`config.mk`:
```
export PLATFORM = sky130hd
export DESIGN_NAME = led_display_memory_loader
export DESIGN_NICKNAME = d
export VERILOG_FILES = /design/src/ldml_pkg.sv /design/src/ldml_pair_buf.sv /design/src/led_display_memory_loader.sv
export SDC_FILE = /design/constraint.sdc
export NUM_CORES = 1
export LEC_CHECK = 0
export CORE_MARGIN = 1.5
export CORE_UTILIZATION = 62
export CTS_CLUSTER_DIAMETER = 200
export DETAILED_ROUTE_END_ITERATION = 10
export DONT_BUFFER_PORTS = 1
export PLACE_DENSITY = 0.89
export SLEW_MARGIN = 30
export SYNTH_ARGS = -nofsm -noshare
export SYNTH_HDL_FRONTEND = slang
export SYNTH_SLANG_ARGS = --single-unit
```
`constraint.sdc`:
```
create_clock -name clk -period 3.5 [get_ports clk]
set_clock_uncertainty 0.15 [all_clocks]
set_input_delay 0.875 -clock clk [delete_from_list [all_inputs] [get_ports clk]]
set_output_delay 0.875 -clock clk [all_outputs]
set_load 0.05 [all_outputs]
```
`src/ldml_pkg.sv`:
```
// Constants, field positions, bus offsets and state codes of the LED
// display memory loader.
// Assumes a 100 MHz clk and a synchronous, active-high reset.
// Function
// In random access mode the three-level pin picks format or shutdown at any time, with or without a write strobe.
// In random access mode a low write strobe stores the input byte at the location named by the three address bits.
// A random access write changes only the addressed location and no other.
// In sequential mode the one eight-bit input bus carries both control words and display data.
// In sequential mode a strobe with mode select high is a control word and with mode select low is display data.
// In sequential mode data writes fill consecutive locations while a pointer steps on by itself.
// After eight data writes further strobes are ignored and memory is untouched until a new control word comes.
// A host that wants discrete indicators first writes a control word with raw segment mode and data-follows set.
// In raw segment mode each stored bit drives one output, giving eight segments by eight digits of indicators.
// In random access mode a low pin means shutdown, a high pin means base-sixteen decode, a floating pin the other font.
// Memory writes are still taken during shutdown; only the display outputs are switched off.
// In raw segment mode a one lights its segment, except the decimal point, which lights on a zero.
// In decoded formats only the low four bits and the top bit are kept; the bits between are ignored.
// After reset the sequential pointer is exhausted, so data writes wait for a control word with data-follows set.
// A control word with data-follows set rewinds the sequential pointer to the first location.
package ldml_pkg;
   localparam int          DIGITS       = 8;
   localparam int          BYTE_W       = 8;
   localparam int          LOC_W        = 3;
   localparam int          PTR_W        = 4;
   localparam logic [3:0]  PTR_FIRST    = 4'h0;
   localparam logic [3:0]  PTR_DONE     = 4'h8;
   localparam logic [3:0]  PTR_STEP     = 4'h1;
   // Control word fields.
   localparam int          CW_FOLLOWS   = 7;
   localparam int          CW_HEX       = 6;
   localparam int          CW_RAW       = 5;
   localparam int          CW_RUN       = 4;
   localparam int          DP_BIT       = 7;
   localparam logic [7:0]  DECODE_KEEP  = 8'h8f;
   localparam logic [7:0]  SEG_OFF      = 8'h00;
   // Positions of the pin inputs inside the synchroniser vector.
   localparam int          PIN_W        = 15;
   localparam int          PIN_WR       = 0;
   localparam int          PIN_HI       = 1;
   localparam int          PIN_LO       = 2;
   localparam int          PIN_MODE     = 3;
   localparam int          PIN_DA       = 4;
   localparam int          PIN_ID       = 7;
   localparam logic [14:0] PIN_IDLE     = 15'h0001;
   // Register offsets, byte addresses on a 6-bit address.
   localparam int          ADDR_W       = 6;
   localparam logic [5:0]  ADDR_CTRL    = 6'h00;
   localparam logic [5:0]  ADDR_STATUS  = 6'h04;
   localparam int          MEM_SEL_BIT  = 5;
   localparam logic        CTRL_RESET   = 1'b0;
   // Status word fields.
   localparam int          ST_SHUT      = 4;
   localparam int          ST_RAW       = 5;
   localparam int          ST_HEX       = 6;
   localparam int          ST_FULL      = 7;
   localparam int          ST_RANDOM    = 8;
   // Two-entry buffer fill levels.
   localparam logic [1:0]  BUF_EMPTY    = 2'h0;
   localparam logic [1:0]  BUF_ONE      = 2'h1;
   localparam logic [1:0]  BUF_FULL     = 2'h2;
   // Bus answer states.
   typedef enum logic [1:0] {
      BUS_IDLE = 2'b01,
      BUS_RESP = 2'b10
   } ldml_bus_t;
endpackage

```
`src/ldml_pair_buf.sv`:
```
// Two-entry buffer with valid and ready on both sides.
// Assumes the filler and the drainer share clk and the synchronous rst.
`timescale 1ns/1ps
module ldml_pair_buf #(
   parameter int WIDTH = 11
) (
   input  wire logic             clk,
   input  wire logic             rst,
   input  wire logic             inValid,
   output logic                  inReady,
   input  wire logic [WIDTH-1:0] inData,
   output logic                  outValid,
   input  wire logic             outReady,
   output logic [WIDTH-1:0]      outData
);
   logic [1:0]       count_r;
   logic [WIDTH-1:0] slot0_r;
   logic [WIDTH-1:0] slot1_r;
   wire              push;
   wire              pop;
   wire              headLoadIn;
   wire              headLoadTail;
   wire              tailLoad;

   // Handshakes and slot steering; the head slot is always the output.
   assign inReady      = count_r != ldml_pkg::BUF_FULL;
   assign outValid     = count_r != ldml_pkg::BUF_EMPTY;
   assign outData      = slot0_r;
   assign push         = inValid && inReady;
   assign pop          = outValid && outReady;
   assign headLoadIn   = push && ((count_r == ldml_pkg::BUF_EMPTY) ||
                         ((count_r == ldml_pkg::BUF_ONE) && pop));
   assign headLoadTail = pop && (count_r == ldml_pkg::BUF_FULL);
   assign tailLoad     = push && (count_r == ldml_pkg::BUF_ONE) && !pop;

   // Fill level follows pushes and pops.
   always_ff @(posedge clk) begin
      if (rst) begin
         count_r <= ldml_pkg::BUF_EMPTY;
      end else if (push && !pop) begin
         count_r <= count_r + ldml_pkg::BUF_ONE;
      end else if (pop && !push) begin
         count_r <= count_r - ldml_pkg::BUF_ONE;
      end
   end

   // Slot contents need no reset, they are qualified by the fill level.
   always_ff @(posedge clk) begin
      if (headLoadIn) begin
         slot0_r <= inData;
      end else if (headLoadTail) begin
         slot0_r <= slot1_r;
      end
      if (tailLoad) begin
         slot1_r <= inData;
      end
   end
endmodule

```
`src/led_display_memory_loader.sv`:
```
// Host write port of an eight-digit display memory with its bus slave.
// Assumes pin inputs are asynchronous to clk and that the host sets up
// data, address and mode at least three cycles before the strobe falls.
`timescale 1ns/1ps
module led_display_memory_loader (
   input  wire logic        clk,
   input  wire logic        rst,
   // Avalon-MM slave.
   input  wire logic [5:0]  address,
   input  wire logic        read,
   input  wire logic        write,
   input  wire logic [31:0] writedata,
   output logic [31:0]      readdata,
   output logic             waitrequest,
   // Host pins.
   input  wire logic [7:0]  hostInputBits,
   input  wire logic [2:0]  digitLocationSelect,
   input  wire logic        modeSelect,
   input  wire logic        writeStrobeN,
   input  wire logic        formatOrSleepPinHigh,
   input  wire logic        formatOrSleepPinLow,
   output logic             hostBusy,
   // Display side.
   output logic [63:0]      displayOn,
   output logic             displayEnable,
   output logic             rawSegment,
   output logic             baseSixteenDecode
);
   localparam int ENTRY_W = ldml_pkg::LOC_W + ldml_pkg::BYTE_W;

   logic [ldml_pkg::PIN_W-1:0]  syncA_r;
   logic [ldml_pkg::PIN_W-1:0]  syncB_r;
   logic [ldml_pkg::PIN_W-1:0]  syncC_r;
   logic [ldml_pkg::PIN_W-1:0]  pinF_r;
   logic [ldml_pkg::PIN_W-1:0]  pinF_nxt;
   logic [7:0]                  memArr_r [ldml_pkg::DIGITS];
   logic [3:0]                  ptr_r;
   logic [3:0]                  ptr_nxt;
   logic                        cwRaw_r;
   logic                        cwHex_r;
   logic                        cwShut_r;
   logic                        ctrlRandom_r;
   logic [31:0]                 readdata_r;
   logic [63:0]                 displayOn_r;
   logic [63:0]                 seg_nxt;
   logic                        displayEnable_r;
   logic                        rawSegment_r;
   logic                        hexDecode_r;
   ldml_pkg::ldml_bus_t         busState_r;

   wire [ldml_pkg::PIN_W-1:0]   pinRaw;
   wire [ldml_pkg::PIN_W-1:0]   pinStable;
   wire                         wrFall;
   wire [7:0]                   dataF;
   wire [2:0]                   locF;
   wire                         modeF;
   wire                         randomMode;
   wire                         randEv;
   wire                         seqEv;
   wire                         seqCtrlEv;
   wire                         seqDataEv;
   wire                         ptrLive;
   wire                         pinShut;
   wire                         pinHex;
   wire                         shutdownNow;
   wire                         hexNow;
   wire                         rawNow;
   wire                         pushValid;
   wire [2:0]                   pushAddr;
   wire [7:0]                   pushData;
   wire                         bufInReady;
   wire                         bufOutValid;
   wire [ENTRY_W-1:0]           bufOutData;
   wire [2:0]                   drainAddr;
   wire [7:0]                   drainData;
   wire                         drainFire;
   wire                         busReq;
   wire                         busIdle;
   wire                         addrIsMem;
   wire [2:0]                   memIdx;
   wire                         memReadStall;
   wire                         ctrlWrite;
   wire [31:0]                  statusWord;
   wire [31:0]                  readSel;

   // Every pin passes three flip-flops; the filtered copy moves only
   // when the second and third stage agree.
   assign pinRaw = {hostInputBits, digitLocationSelect, modeSelect,
                    formatOrSleepPinLow, formatOrSleepPinHigh, writeStrobeN};
   assign pinStable = ~(syncB_r ^ syncC_r);

   genvar gi;
   generate
      for (gi = 0; gi < ldml_pkg::PIN_W; gi++) begin : g_filter
         assign pinF_nxt[gi] = pinStable[gi] ? syncB_r[gi] : pinF_r[gi];
      end
   endgenerate

   // Synchroniser chain and filtered pin levels.
   always_ff @(posedge clk) begin
      if (rst) begin
         syncA_r <= ldml_pkg::PIN_IDLE;
         syncB_r <= ldml_pkg::PIN_IDLE;
         syncC_r <= ldml_pkg::PIN_IDLE;
         pinF_r  <= ldml_pkg::PIN_IDLE;
      end else begin
         syncA_r <= pinRaw;
         syncB_r <= syncA_r;
         syncC_r <= syncB_r;
         pinF_r  <= pinF_nxt;
      end
   end

   // A write is taken when the filtered strobe falls; the other pins
   // use their settled filtered values at that moment.
   assign wrFall = pinF_r[ldml_pkg::PIN_WR] && !pinF_nxt[ldml_pkg::PIN_WR];
   assign dataF  = pinF_r[ldml_pkg::PIN_ID +: ldml_pkg::BYTE_W];
   assign locF   = pinF_r[ldml_pkg::PIN_DA +: ldml_pkg::LOC_W];
   assign modeF  = pinF_r[ldml_pkg::PIN_MODE];

   // Split strobes by variant and, in sequential mode, by mode select.
   assign randomMode = ctrlRandom_r;
   assign randEv     = wrFall && randomMode;
   assign seqEv      = wrFall && !randomMode;
   assign seqCtrlEv  = seqEv && modeF;
   assign seqDataEv  = seqEv && !modeF;
   assign ptrLive    = ptr_r != ldml_pkg::PTR_DONE;

   // The three-level pin is read continuously, no strobe involved.
   assign pinShut     = pinF_r[ldml_pkg::PIN_LO];
   assign pinHex      = pinF_r[ldml_pkg::PIN_HI] && !pinShut;
   assign shutdownNow = randomMode ? pinShut : cwShut_r;
   assign hexNow      = randomMode ? pinHex : cwHex_r;
   assign rawNow      = !randomMode && cwRaw_r;

   // Entries for the buffer: random writes go to the named location,
   // sequential data to the pointer, and an exhausted pointer pushes none.
   assign pushValid = randEv || (seqDataEv && ptrLive);
   assign pushAddr  = randEv ? locF : ptr_r[ldml_pkg::LOC_W-1:0];
   assign pushData  = rawNow ? dataF : (dataF & ldml_pkg::DECODE_KEEP);
   assign hostBusy  = !bufInReady;

   // Pointer: a control word rewinds or exhausts it, data steps it.
   always_comb begin
      ptr_nxt = ptr_r;
      if (seqCtrlEv) begin
         if (dataF[ldml_pkg::CW_FOLLOWS]) begin
            ptr_nxt = ldml_pkg::PTR_FIRST;
         end else begin
            ptr_nxt = ldml_pkg::PTR_DONE;
         end
      end else if (seqDataEv && ptrLive && bufInReady) begin
         ptr_nxt = ptr_r + ldml_pkg::PTR_STEP;
      end
   end

   // Pointer and control word fields.
   always_ff @(posedge clk) begin
      if (rst) begin
         ptr_r    <= ldml_pkg::PTR_DONE;
         cwRaw_r  <= 1'b0;
         cwHex_r  <= 1'b1;
         cwShut_r <= 1'b0;
      end else begin
         ptr_r <= ptr_nxt;
         if (seqCtrlEv) begin
            cwRaw_r  <= dataF[ldml_pkg::CW_RAW];
            cwHex_r  <= dataF[ldml_pkg::CW_HEX];
            cwShut_r <= !dataF[ldml_pkg::CW_RUN];
         end
      end
   end

   // Two-entry buffer between the pin side and the memory write port.
   ldml_pair_buf #(
      .WIDTH (ENTRY_W)
   ) u_buf (
      .clk      (clk),
      .rst      (rst),
      .inValid  (pushValid),
      .inReady  (bufInReady),
      .inData   ({pushAddr, pushData}),
      .outValid (bufOutValid),
      .outReady (!memReadStall),
      .outData  (bufOutData)
   );

   assign drainAddr = bufOutData[ENTRY_W-1 -: ldml_pkg::LOC_W];
   assign drainData = bufOutData[ldml_pkg::BYTE_W-1:0];
   assign drainFire = bufOutValid && !memReadStall;

   // Memory writes one location per drained entry, shutdown or not.
   always_ff @(posedge clk) begin
      if (rst) begin
         for (int i = 0; i < ldml_pkg::DIGITS; i++) begin
            memArr_r[i] <= ldml_pkg::SEG_OFF;
         end
      end else if (drainFire) begin
         memArr_r[drainAddr] <= drainData;
      end
   end

   // Display words; raw mode inverts the decimal point so a stored zero lights it.
   generate
      for (gi = 0; gi < ldml_pkg::DIGITS; gi++) begin : g_digit
         wire [7:0] m = memArr_r[gi];
         wire [7:0] rawSeg = {~m[ldml_pkg::DP_BIT], m[6:0]};
         wire [7:0] decSeg = m & ldml_pkg::DECODE_KEEP;
         assign seg_nxt[gi*8 +: 8] = shutdownNow ? ldml_pkg::SEG_OFF :
                                     (rawNow ? rawSeg : decSeg);
      end
   endgenerate

   // Registered display side outputs.
   always_ff @(posedge clk) begin
      if (rst) begin
         displayOn_r     <= '0;
         displayEnable_r <= 1'b0;
         rawSegment_r    <= 1'b0;
         hexDecode_r     <= 1'b0;
      end else begin
         displayOn_r     <= seg_nxt;
         displayEnable_r <= !shutdownNow;
         rawSegment_r    <= rawNow;
         hexDecode_r     <= hexNow;
      end
   end

   assign displayOn         = displayOn_r;
   assign displayEnable     = displayEnable_r;
   assign rawSegment        = rawSegment_r;
   assign baseSixteenDecode = hexDecode_r;

   // Bus decode; every access waits one cycle, memory reads hold the
   // drain for that cycle so the word loaded is the word returned.
   assign busReq       = read || write;
   assign busIdle      = busState_r == ldml_pkg::BUS_IDLE;
   assign waitrequest  = busReq && busIdle;
   assign addrIsMem    = address[ldml_pkg::MEM_SEL_BIT];
   assign memIdx       = address[4:2];
   assign memReadStall = busIdle && read && addrIsMem;
   assign ctrlWrite    = !busIdle && write &&
                         (address[5:2] == ldml_pkg::ADDR_CTRL[5:2]);
   assign statusWord   = {23'h000000, ctrlRandom_r, !bufInReady, hexNow,
                          rawNow, shutdownNow, ptr_r};
   assign readSel = addrIsMem ? {24'h000000, memArr_r[memIdx]} :
                    (address[5:2] == ldml_pkg::ADDR_CTRL[5:2]) ?
                    {31'h00000000, ctrlRandom_r} :
                    (address[5:2] == ldml_pkg::ADDR_STATUS[5:2]) ?
                    statusWord : 32'h00000000;
   assign readdata = readdata_r;

   // Bus state, read capture and the control register.
   always_ff @(posedge clk) begin
      if (rst) begin
         busState_r   <= ldml_pkg::BUS_IDLE;
         readdata_r   <= 32'h00000000;
         ctrlRandom_r <= ldml_pkg::CTRL_RESET;
      end else begin
         unique case (busState_r)
            ldml_pkg::BUS_IDLE: begin
               if (busReq) begin
                  busState_r <= ldml_pkg::BUS_RESP;
               end
               if (read) begin
                  readdata_r <= readSel;
               end
            end
            ldml_pkg::BUS_RESP: begin
               busState_r <= ldml_pkg::BUS_IDLE;
            end
            default: begin
               busState_r <= ldml_pkg::BUS_IDLE;
            end
         endcase
         if (ctrlWrite) begin
            ctrlRandom_r <= writedata[0];
         end
      end
   end

   generate
      for (gi = 0; gi < ldml_pkg::DIGITS; gi++) begin : g_keep

      end
   endgenerate
endmodule

```
==> results of run 1 <==
-- power by group through the flow --
| stage | clock (uW) | sequential (uW) | combinational [uW] |
|---|---|---|---|
| after global routing | 2660 | 3130 | 367 |
| after global placement | 0 | 3160 | 313 |
| final | 2510 | 3120 | 345 |
| after CTS | 2550 | 3120 | 339 |
| after detailed placement | 0 | 3170 | 331 |
| after floorplan | 0 | 3140 | 300 |
-- state kept, by name (all words and copies together) (netlist names), 4 cells and up --
name           count
memArr_r          64
pinF_r            15
u_buf.slot1_r     11
displayOn         64
syncA_r           15
syncB_r           15
readdata           9
ptr_r              4
u_buf.outData     11
syncC_r           15
-- worst paths after layout --
check,startpoint,endpoint,slack (ns),cells past startpoint
worst max register to register,u_buf.count_r[0]$_SDFFE_PP0P_,u_buf.outData[4]$_DFFE_PP_,0.80,6
worst min-delay path,syncA_r[0]$_SDFF_PP1_,syncB_r[0]$_SDFF_PP1_,0.27,1
worst min register to register,syncA_r[0]$_SDFF_PP1_,syncB_r[0]$_SDFF_PP1_,0.27,1
worst max-delay path,u_buf.count_r[0]$_SDFFE_PP0P_,u_buf.outData[4]$_DFFE_PP_,0.80,6
-- synth_stat cells (2+ instances only) --
| cell type | n |
|---|---|
| nand3b_1 | 3 |
| xnor2_1 | 10 |
| ha_1 | 6 |
| edfxtp_1 | 86 |
| a21oi_1 | 21 |
| dfxtp_1 | 148 |
| o211ai_1 | 2 |
| a22oi_1 | 5 |
| nand2_1 | 22 |
| and3b_1 | 2 |
| nor3_1 | 4 |
| mux2_2 | 17 |
| buf_4 | 23 |
| nor2b_1 | 44 |
| or2_2 | 5 |
| nand2b_1 | 5 |
| nand3_1 | 4 |
| and2_1 | 102 |
| inv_1 | 10 |
| buf_2 | 6 |
| o21ai_0 | 24 |
| nand4b_1 | 2 |
| nor2_1 | 29 |
| o22ai_1 | 4 |
| clkbuf_1 | 20 |
| a221o_1 | 2 |
| mux2i_1 | 6 |
| and3_1 | 28 |
| mux4_2 | 16 |
| xor2_1 | 2 |
-- cell families (layout without fill, tap and decap cells) --
kind of cell | count (synthesis) | count (layout) | synth area share, %
xor+xnor | 12 | 12 | 1.224
fa+ha+maj | 6 | 6 | 0.8742
other cells | 1 | 23 | 0.04367
mux | 39 | 39 | 7.125
buf+inv | 61 | 63 | 3.876
simple gates | 260 | 260 | 17.95
compound gates | 64 | 64 | 4.328
flops | 234 | 234 | 64.58
-- area by class of cell --
type / instances / area, um2
clock buffers: 35 / 767.0
fillers: 837 / 3906
flip-flops and latches: 234 / 5545
well taps: 176 / 220.2
clock inverters: 6 / 36.28
repair buffers: 12 / 90.09
inverters: 10 / 37.54
multi-input cells: 404 / 2798
-- through the flow --
| stage | total power, uW | setup WS [ns] | cell area, um2 | util [%] | instances |
|---|---|---|---|---|---|
| CTS | 6006 | 0.6167 | 9490 | 70.82 | 877 |
| detailed placement | 3506 | 0.6535 | 8687 | 64.83 | 836 |
| finish | 5979 | 0.7983 | 9494 | 70.85 | 877 |
| global route | 6157 | 0.6877 | 9494 | 70.85 | 877 |
| floorplan | 3441 | 0.6276 | 8670 | - | 699 |
| global placement | 3477 | 0.7511 | 8687 | 64.83 | 836 |
-- routing by layer --
metal,vias to the layer above,GRT usage [%]
met5,-,0
met2,306,44.39
met4,0,9.044
li1,2305,-
met3,54,4.811
met1,2443,27.45
==> summary.md, run 1 <==
| Metric | Value |
|---|---|
| Status | complete, no violations |
| Longest Clk Path Bufs | 3 |
| Worst setup SP type | flip-flop |
| Max Slew Vio Count | 0 |
| Yosys warns | 0 |
| Crit path buf inv count | 1 |
| Hold_ws | around 0.27 ns |
| Die area | approximately 15000 um2 |
| Postcts setup bufs | 0 |
| First-pass GRT wire length | between 20 and 30 mm |
| Drt first pass iters | 5 |
| Cell Rows | 42 |
| IO Port Bufs | 0 |
| Leakage power | 0.003710 uW |
| Setup TNS | 0 ns |
| CTS buffer count | 23 |
| Final period utilization | between 70 and 80% |
| Max Used Layer | met4 |
| Hold Fails Final Rpt | 0 |
| Worst VDD drop | ~380 uV |
| Most frequent cells in the layout | dfxtp_1, and2_1, edfxtp_1, nor2b_1, nor2_1 |
| Gate count of the mapped netlist | 677 |
| Reg power frac | a little over half |
| Core area | roughly 13000 um2 |
| NumNets Final | roughly 750 |
| CTS sink cnt | around 230 |
| Headroom to the max-slew limit | approximately three fifths |
| Largest area contributor in the synthesized netlist | dfxtp_1 |
| Sw Ratio | between 20% and 30% |
| Yosys top cell area share | 34.50% |
| Layout cell share with drive strength beyond 1 | 13.41% |
| TritonCTS clock tree | done |
| Post-synth EDFFs | 86 |
| GRT Util Overall | approximately 24% |
| Clock Power Share | 42.0% |
| Clk slew on worst S/H paths | 0.06 ns |
| Die W | 120.7 um |
| Initial antenna violation count | 0 |
| P_sw | approximately 1400 uW |
| WL/cell | approximately 20 um |
| Top_reg_cell synth | dfxtp_1 |
| Vias in the first global route | slightly above 5k |
| Vias | 5108 |
| Peak Freq | ~0.37 GHz |
| Crit. End Element | flip-flop |
| Met2 WL | a little over 9 mm |
| Syn avg cell area | approximately 13 um2 |
| Max-cap violations | 0 |
| Async set-reset flop share out of synthesis | 0% |
| Number of remaining DRC errors | 0 |
| CP Cell Sequence | inv_1, ha_1, or4b_4, nor3_4, and2b_2, o21bai_2 |
| H-tree levels | 1 |
| Via/cell ratio | roughly 5.8 |
| Post-synthesis sequential area ratio | between 60 and 70% |
| Register bit total from synthesis | roughly 230 |
| RSZ-0062 raised after global routing | false |
| Worst-Skew Late Latency | roughly 0.5 ns |
| Antenna Diode Count | 0 |
| Synth cell types | 49 |
| Pwr Density | 629.8 nW/um2 |
| Placer Congestion | around 0.86 |
| Worst path max stage delay | slightly below 0.6 ns |
| Worst-margin pin slew | a little over 0.6 ns |
| Number of nets with antenna violations after routing | 0 |
| Hold/Removal Path Class | reg -> reg |
| Commonest non-fill, non-tap cell in the layout | dfxtp_1 |
| Area Overhead vs Synth | 10.56% |
| Grt ovf | 0 |
| Die Y | approximately 120 um |
| CP top delay family | simple AND/OR/NAND/NOR gates |
| CTS Hold Bufs | 0 |
| Internal power | between 4000 and 5000 uW |
| CP required | about 3.5 ns |
| Synth area leaders | dfxtp_1, edfxtp_1, and2_1 |
| WL met1 | slightly above 6 mm |
| Root Buffer | clkbuf_16 |
| Largest net degree at the start of global routing | between 70 and 80 |
| Initial DRC count | 558 |
| Post-Route WL | approximately 17 mm |
| IO Pins | 158 |
| Final min period | about 2.7 ns |
| Synthesized area | roughly 8600 um2 |
| CP arrival | 2.69 ns |
| Final setup viols | 0 |
| Max Fanout on Critical Path | 12 |
| Met3 wire len | ~1.4 mm |
| Initial Utilization | around 64% |
| Comb pwr share | under 10% |
| Post-cts resize count | 0 |
| Setup CP Type | reg -> reg |
| Hpwl dp | 11.59 mm |
| CP max stage cell | or4b_4 |
Power figures use the tool's default switching activity.
==> run 2: changes to the inputs <==
- CORE_UTILIZATION: 62 -> 56
- PLACE_DENSITY: 0.89 -> 0.85
- clock period: 3.5 -> 2.3 ns (I/O delays scaled with it)
==> run 2 against run 1 <==
  * Highest routed layer unchanged
  * Sequential power rose by 52%
  * Critical path depth rose by 1
  * Clock power rose by 53%
  * Largest cell class unchanged
  * Fmax rose by 18%
  * Via count fell by 0.82%
  * Total power rose by 53%
  * Core utilization fell by 6.3 points
==> summary.md, run 2 (synthesis results as in run 1) <==
| Metric | Value |
|---|---|
| Status | complete, no violations |
| Worst-Skew Late Latency | 0.49 ns (-0.02 ns) |
| Crit. End Element | flip-flop |
| Grt ovf | 0 (unchanged) |
| Antenna Diode Count | 0 (unchanged) |
| Max Fanout on Critical Path | 12 (unchanged) |
| CTS buffer count | 23 (unchanged) |
| RSZ-0062 raised after global routing | true |
| Final period utilization | 99.78% (+23 points) |
| Final setup viols | 0 (unchanged) |
| Placed insts | 860 (+2.9%) |
| Worst R2R Path Depth | 7 (+1) |
| Worst-margin pin slew | 0.8273 ns (+0.2231 ns) |
| Most frequent cells in the layout | dfxtp_1, and2_1, edfxtp_1, nor2b_1, and3_1 |
| WHS Path Cells | 1 (unchanged) |
| CP required | 2.40 ns (-1.09 ns) |
| Layout cell share with drive strength beyond 1 | 15.76% (+2.4 points) |
| Worst VDD drop | 536.5 uV (+42%) |
| First-pass GRT wire length | 26.16 mm (-4.4%) |
| Vias | 5066 (-0.82%) |
| Max-cap violations | 0 (unchanged) |
| Number of nets with antenna violations after routing | 0 (unchanged) |
| Max Slew Vio Count | 0 (unchanged) |
| NumNets Final | 764 (+2.1%) |
| Post-route cell area | 9736 um2 (+2.5%) |
| Die area | 16090 um2 (+10%) |
| Longest Clk Path Bufs | 3 (unchanged) |
| Placer Congestion | 0.8666 (+0.56%) |
| Number of remaining DRC errors | 0 (unchanged) |
| Via/cell ratio | 5.598 (-3.9%) |
| Cell Rows | 45 (+7.1%) |
| CTS sink cnt | 234 (unchanged) |
| Hold Fails Final Rpt | 0 (unchanged) |
| Largest net degree at the start of global routing | 58 (-26%) |
| FILL cells | 1040 (+24%) |
| Initial antenna violation count | 0 (unchanged) |
| Dpl cell area | 8876 um2 (+2.2%) |
| Core area | 15090 um2 (+13%) |
| Headroom to the max-slew limit | 44.66% (-15 points) |
| Initial Utilization | 56.91% (-7.2 points) |
| Hpwl dp | 11.29 mm (-2.6%) |
| WL/cell | 18.49 um (-7.1%) |
| Pwr Density | 940.7 nW/um2 (+49%) |
| Worst setup SP type | flip-flop |
| Peak Freq | 0.4358 GHz (+18%) |
| Vias in the first global route | 5001 (-1.5%) |
| Initial DRC count | 415 (-26%) |
| Clk slew on worst S/H paths | 0.06 ns (about the same) |
| Commonest non-fill, non-tap cell in the layout | dfxtp_1 |
| Worst setup margin | 0.005157 ns (-0.7932 ns) |
| Pre-CTS setup slack | -0.03424 ns (-0.6877 ns) |
| Drt first pass iters | 5 (unchanged) |
| Root Buffer | clkbuf_16 |
| TritonCTS clock tree | done |
| Setup CP Type | reg -> reg |
| Area Overhead vs Synth | 13.38% |
| Utilization after layout | 64.52% (-6.3 points) |
| IO Port Bufs | 0 (unchanged) |
| Post-Layout Cell Count | 905 (+3.2%) |
| H-tree levels | 1 (unchanged) |
| Leakage power | 0.003829 uW (+3.2%) |
| GRT Util Overall | 20.71% (-3.4 points) |
| Post-Route WL | 16.73 mm (-4.1%) |
| Hold/Removal Path Class | in -> reg |
| IO Pins | 158 (unchanged) |
| Die W | 126.8 um (+5.1%) |
| Die Y | 126.8 um (+5.1%) |
| CP arrival | 2.39 ns (-0.30 ns) |
| Final min period | 2.295 ns (-0.4068 ns) |
## run 2: cell count changes in the layout (fill, tap and decap cells not counted), sizes merged
| cell | previous run | this run |
|---|---|---|
| dlygate4sd3 | 0 | 2 |
| clkbuf | 35 | 33 |
| clkinv | 4 | 1 |
| inv | 12 | 15 |
| buf | 12 | 26 |
| bufinv | 0 | 1 |
| clkinvlp | 0 | 1 |
## run 2: area by class of cell
class | instances | area (um2) | share of cell area, %
clock inverters | 8 | 73.82 | 0.7583
multi-input cells | 404 | 2861 | 29.39
clock buffers | 33 | 728.2 | 7.480
well taps | 188 | 235.2 | 2.416
repair buffers | 28 | 252.7 | 2.596
flip-flops and latches | 234 | 5547 | 56.97
inverters | 10 | 37.54 | 0.3856
## run 2: power by group
group / total [uW] / switching, uW / internal (uW) / leakage [uW]
clock network: 3840 / 1510 / 2330 / 0.000402
registers: 4740 / 268 / 4480 / 0.00209
logic: 572 / 360 / 212 / 0.00134
## run 2: path summary, 6_finish.rpt
kind / slack, ns / to / startpoint
worst max-delay path: 0.005 / u_buf.outData[8]$_DFFE_PP_ / u_buf.count_r[0]$_SDFFE_PP0P_
worst min-delay path: 0.04 / syncA_r[0]$_SDFF_PP1_ / writeStrobeN
worst max register to register: 0.005 / u_buf.outData[8]$_DFFE_PP_ / u_buf.count_r[0]$_SDFFE_PP0P_
worst min register to register: 0.28 / syncB_r[10]$_SDFF_PP0_ / syncA_r[10]$_SDFF_PP0_
## run 2: repair_timing
action                     in CTS  in global routing
pin swaps                       1                  3
hold buffers                    3                  0
gates resized for setup         0                  3
buffers inserted                1                  0
hold endpoints to repair       34                  0
setup endpoints to repair      22                 33
## run 2: through the flow
step	total power, uW	hold slack, ns	setup TNS [ns]
2_1_floorplan	5256	0.2395	-1.385
3_3_place_gp	5325	0.2528	0
3_5_place_dp	5365	0.2456	-0.1687
4_1_cts	9196	0.01984	-0.02844
5_1_grt	9436	0.02369	-1.254
6_report	9158	0.03687	0
## run 2: worst max-delay path, stage by stage (launching register included)
cell and delay (ns):
dfxtp_2 0.34, inv_2 0.05, ha_4 0.15, or4b_4 0.50, nor3_4 0.19, and2b_2 0.19, buf_12 0.15, mux2_2 0.33
## run 2: layer usage
layer / vias to the layer above / wire length (um) / track usage (%)
met5: - / 0 / 0
met4: 0 / 685 / 9.091
met3: 57 / 1092 / 3.712
met2: 237 / 8552 / 36.96
met1: 2439 / 6400 / 24.52
li1: 2333 / - / -
==> run 3: changes to the inputs <==
- SETUP_SLACK_MARGIN: unset -> 0.2
==> run 3 against run 2 <==
  * The flow now finishes with violations (negative setup slack)
  * Total power shrank 0.33%
  * Critical path depth is the same
  * Worst hold slack lost 0.016 ns
  * Clock power shrank 5%
  * Cell count grew 1.7%
  * Wire length grew 5.7%
  * Sequential share of layout area shrank 1.4 points
  * Flip-flop and latch count is the same
  * Non-clock buffer count grew 10
  * Setup slack lost 0.025 ns
  * Via count grew 1.7%
==> summary.md, run 3 (synthesis results as in run 1) <==
| Metric | Value |
|---|---|
| Status | finished with violations |
| Failing checks | negative setup slack |
| H-tree levels | 1 (unchanged) |
| Final setup viols | 8 (+8) |
| Post-route cell area | 9987 um2 (+2.6%) |
| Hold/Removal Path Class | in -> reg |
| CP required | 2.40 ns (about the same) |
| Post-Route WL | 17.68 mm (+5.7%) |
| Headroom to the max-slew limit | 40.50% (-4.2 points) |
| Worst-Skew Late Latency | 0.52 ns (+0.03 ns) |
| Via/cell ratio | 5.602 (about the same) |
| Die W | 126.8 um (unchanged) |
| Cell Rows | 45 (unchanged) |
| CP arrival | 2.42 ns (+0.03 ns) |
| Commonest non-fill, non-tap cell in the layout | dfxtp_1 |
| RSZ-0062 raised after global routing | true |
| Core area | 15090 um2 (unchanged) |
| Longest Clk Path Bufs | 3 (unchanged) |
| CTS sink cnt | 234 (unchanged) |
| Setup CP Type | reg -> reg |
| Layout cell share with drive strength beyond 1 | 21.45% (+5.7 points) |
| Initial Utilization | 56.91% (unchanged) |
| Vias in the first global route | 4974 (-0.54%) |
| CP max stage cell | or4b_4 |
| CP Cell Sequence | inv_2, ha_4, or4b_4, nor3_4, and2b_2, buf_12, mux2_4 |
| IO Pins | 158 (unchanged) |
| Power Total | 9128 uW (-0.33%) |
| First-pass GRT wire length | 26.51 mm (+1.3%) |
| Vias | 5154 (+1.7%) |
| Largest net degree at the start of global routing | 58 (unchanged) |
| Root Buffer | clkbuf_16 |
| Leakage power | 0.003903 uW (+1.9%) |
| FILL cells | 1003 (-3.6%) |
| Met3 wire len | 1.141 mm (+4.5%) |
| Grt ovf | 0 (unchanged) |
| Number of nets with antenna violations after routing | 0 (unchanged) |
| WL/cell | 19.22 um (+4.0%) |
| CTS buffer count | 24 (+4.3%) |
| Max-cap violations | 0 (unchanged) |
| Max Fanout on Critical Path | 13 (+1) |
| TritonCTS clock tree | done |
| NumNets Final | 777 (+1.7%) |
| WL met1 | 6.523 mm (+1.9%) |
| Initial antenna violation count | 0 (unchanged) |
| Post-Layout Cell Count | 920 (+1.7%) |
| Hpwl dp | 11.03 mm (-2.3%) |
| Met2 WL | 9.284 mm (+8.6%) |
| Worst setup SP type | flip-flop |
| IO Port Bufs | 0 (unchanged) |
| Dpl cell area | 8865 um2 (-0.13%) |
| Utilization after layout | 66.19% (+1.7 points) |
| Final min period | 2.320 ns (+0.02549 ns) |
| Max Used Layer | met4 |
| Hold_ws | 0.02056 ns (-0.01630 ns) |
| Clk slew on worst S/H paths | 0.06 ns (about the same) |
| Number of remaining DRC errors | 0 (unchanged) |
| Worst VDD drop | 611.0 uV (+14%) |
| Area Overhead vs Synth | 16.30% |
| Hold Fails Final Rpt | 0 (unchanged) |
| GRT Util Overall | 21.17% (+0.46 points) |
| Worst path max stage delay | 0.51 ns (about the same) |
| Placed insts | 860 (unchanged) |
| Crit. End Element | flip-flop |
| Die Y | 126.8 um (unchanged) |
| Initial DRC count | 501 (+21%) |
| Drt first pass iters | 5 (unchanged) |
| Peak Freq | 0.4310 GHz (-1.1%) |
| Final period utilization | 100.9% (+1.1 points) |
| Pwr Density | 914.0 nW/um2 (-2.8%) |
| Worst setup margin | -0.02033 ns (-0.02549 ns) |
| Max Slew Vio Count | 0 (unchanged) |
| Placer Congestion | 0.8501 (-1.9%) |
| Most frequent cells in the layout | dfxtp_1, and2_1, edfxtp_1, nor2b_1, and3_1 |
| Worst-margin pin slew | 0.8895 ns (+0.06220 ns) |
| Die area | 16090 um2 (unchanged) |
| Antenna Diode Count | 0 (unchanged) |
[run 3: worst paths after layout]
kind                                                     from                         end  slack, ns  cells after the start
worst max register to register  u_buf.count_r[0]$_SDFFE_PP0P_  u_buf.outData[6]$_DFFE_PP_      -0.02                      7
worst min-delay path                                      rst       syncC_r[0]$_SDFF_PP1_       0.02                      1
worst min register to register          syncA_r[0]$_SDFF_PP1_       syncB_r[0]$_SDFF_PP1_       0.28                      1
worst max-delay path            u_buf.count_r[0]$_SDFFE_PP0P_  u_buf.outData[6]$_DFFE_PP_      -0.02                      7
[run 3: per-layer routing]
layer  up-vias  GRT usage, %
li1       2374             -
met4         0         8.556
met2       258         38.87
met1      2456         24.35
met5         -             0
met3        66         3.880
[run 3: timing repair]
action                     4_1_cts  5_1_grt
cloned                           1        1
hold endpoints to repair        40        0
pin swaps                        4       13
hold buffers                     3        0
setup buffers                    3        8
resized for setup               16       38
setup endpoints to repair       56      132
[run 3: area by class of cell]
type                       count  area, um2  area share [%]
sequential                   234       5549           55.56
multi-input combinational    406       3048           30.52
clock buffer                  31      686.9           6.878
timing repair buffer          38      352.8           3.533
tap                          188      235.2           2.355
clock inverter                13      77.57          0.7767
inverter                      10      37.54          0.3758
[run 3: critical path, delay by kind of cell (launching register included)]
family	cells	cell delay (ns)
flip-flops	1	0.34
adder cells (fa/ha/maj)	1	0.15
AND/OR/NAND/NOR	3	0.89
buffers and inverters	2	0.21
multiplexers	1	0.31
[run 3: metrics by stage]
step | setup WS, ns | setup TNS [ns]
CTS | 0.009752 | 0
detailed placement | -0.01291 | -0.02143
floorplan | -0.08405 | -1.368
finish | -0.02033 | -0.06914
global route | -0.07153 | -1.006
global placement | 0.03133 | 0
[run 3: where the power goes]
group          leakage, uW  switching (uW)  total (uW)  internal, uW
clock             0.000387            1550        3660          2110
combinational      0.00143             426         717           291
sequential         0.00209             273        4750          4480
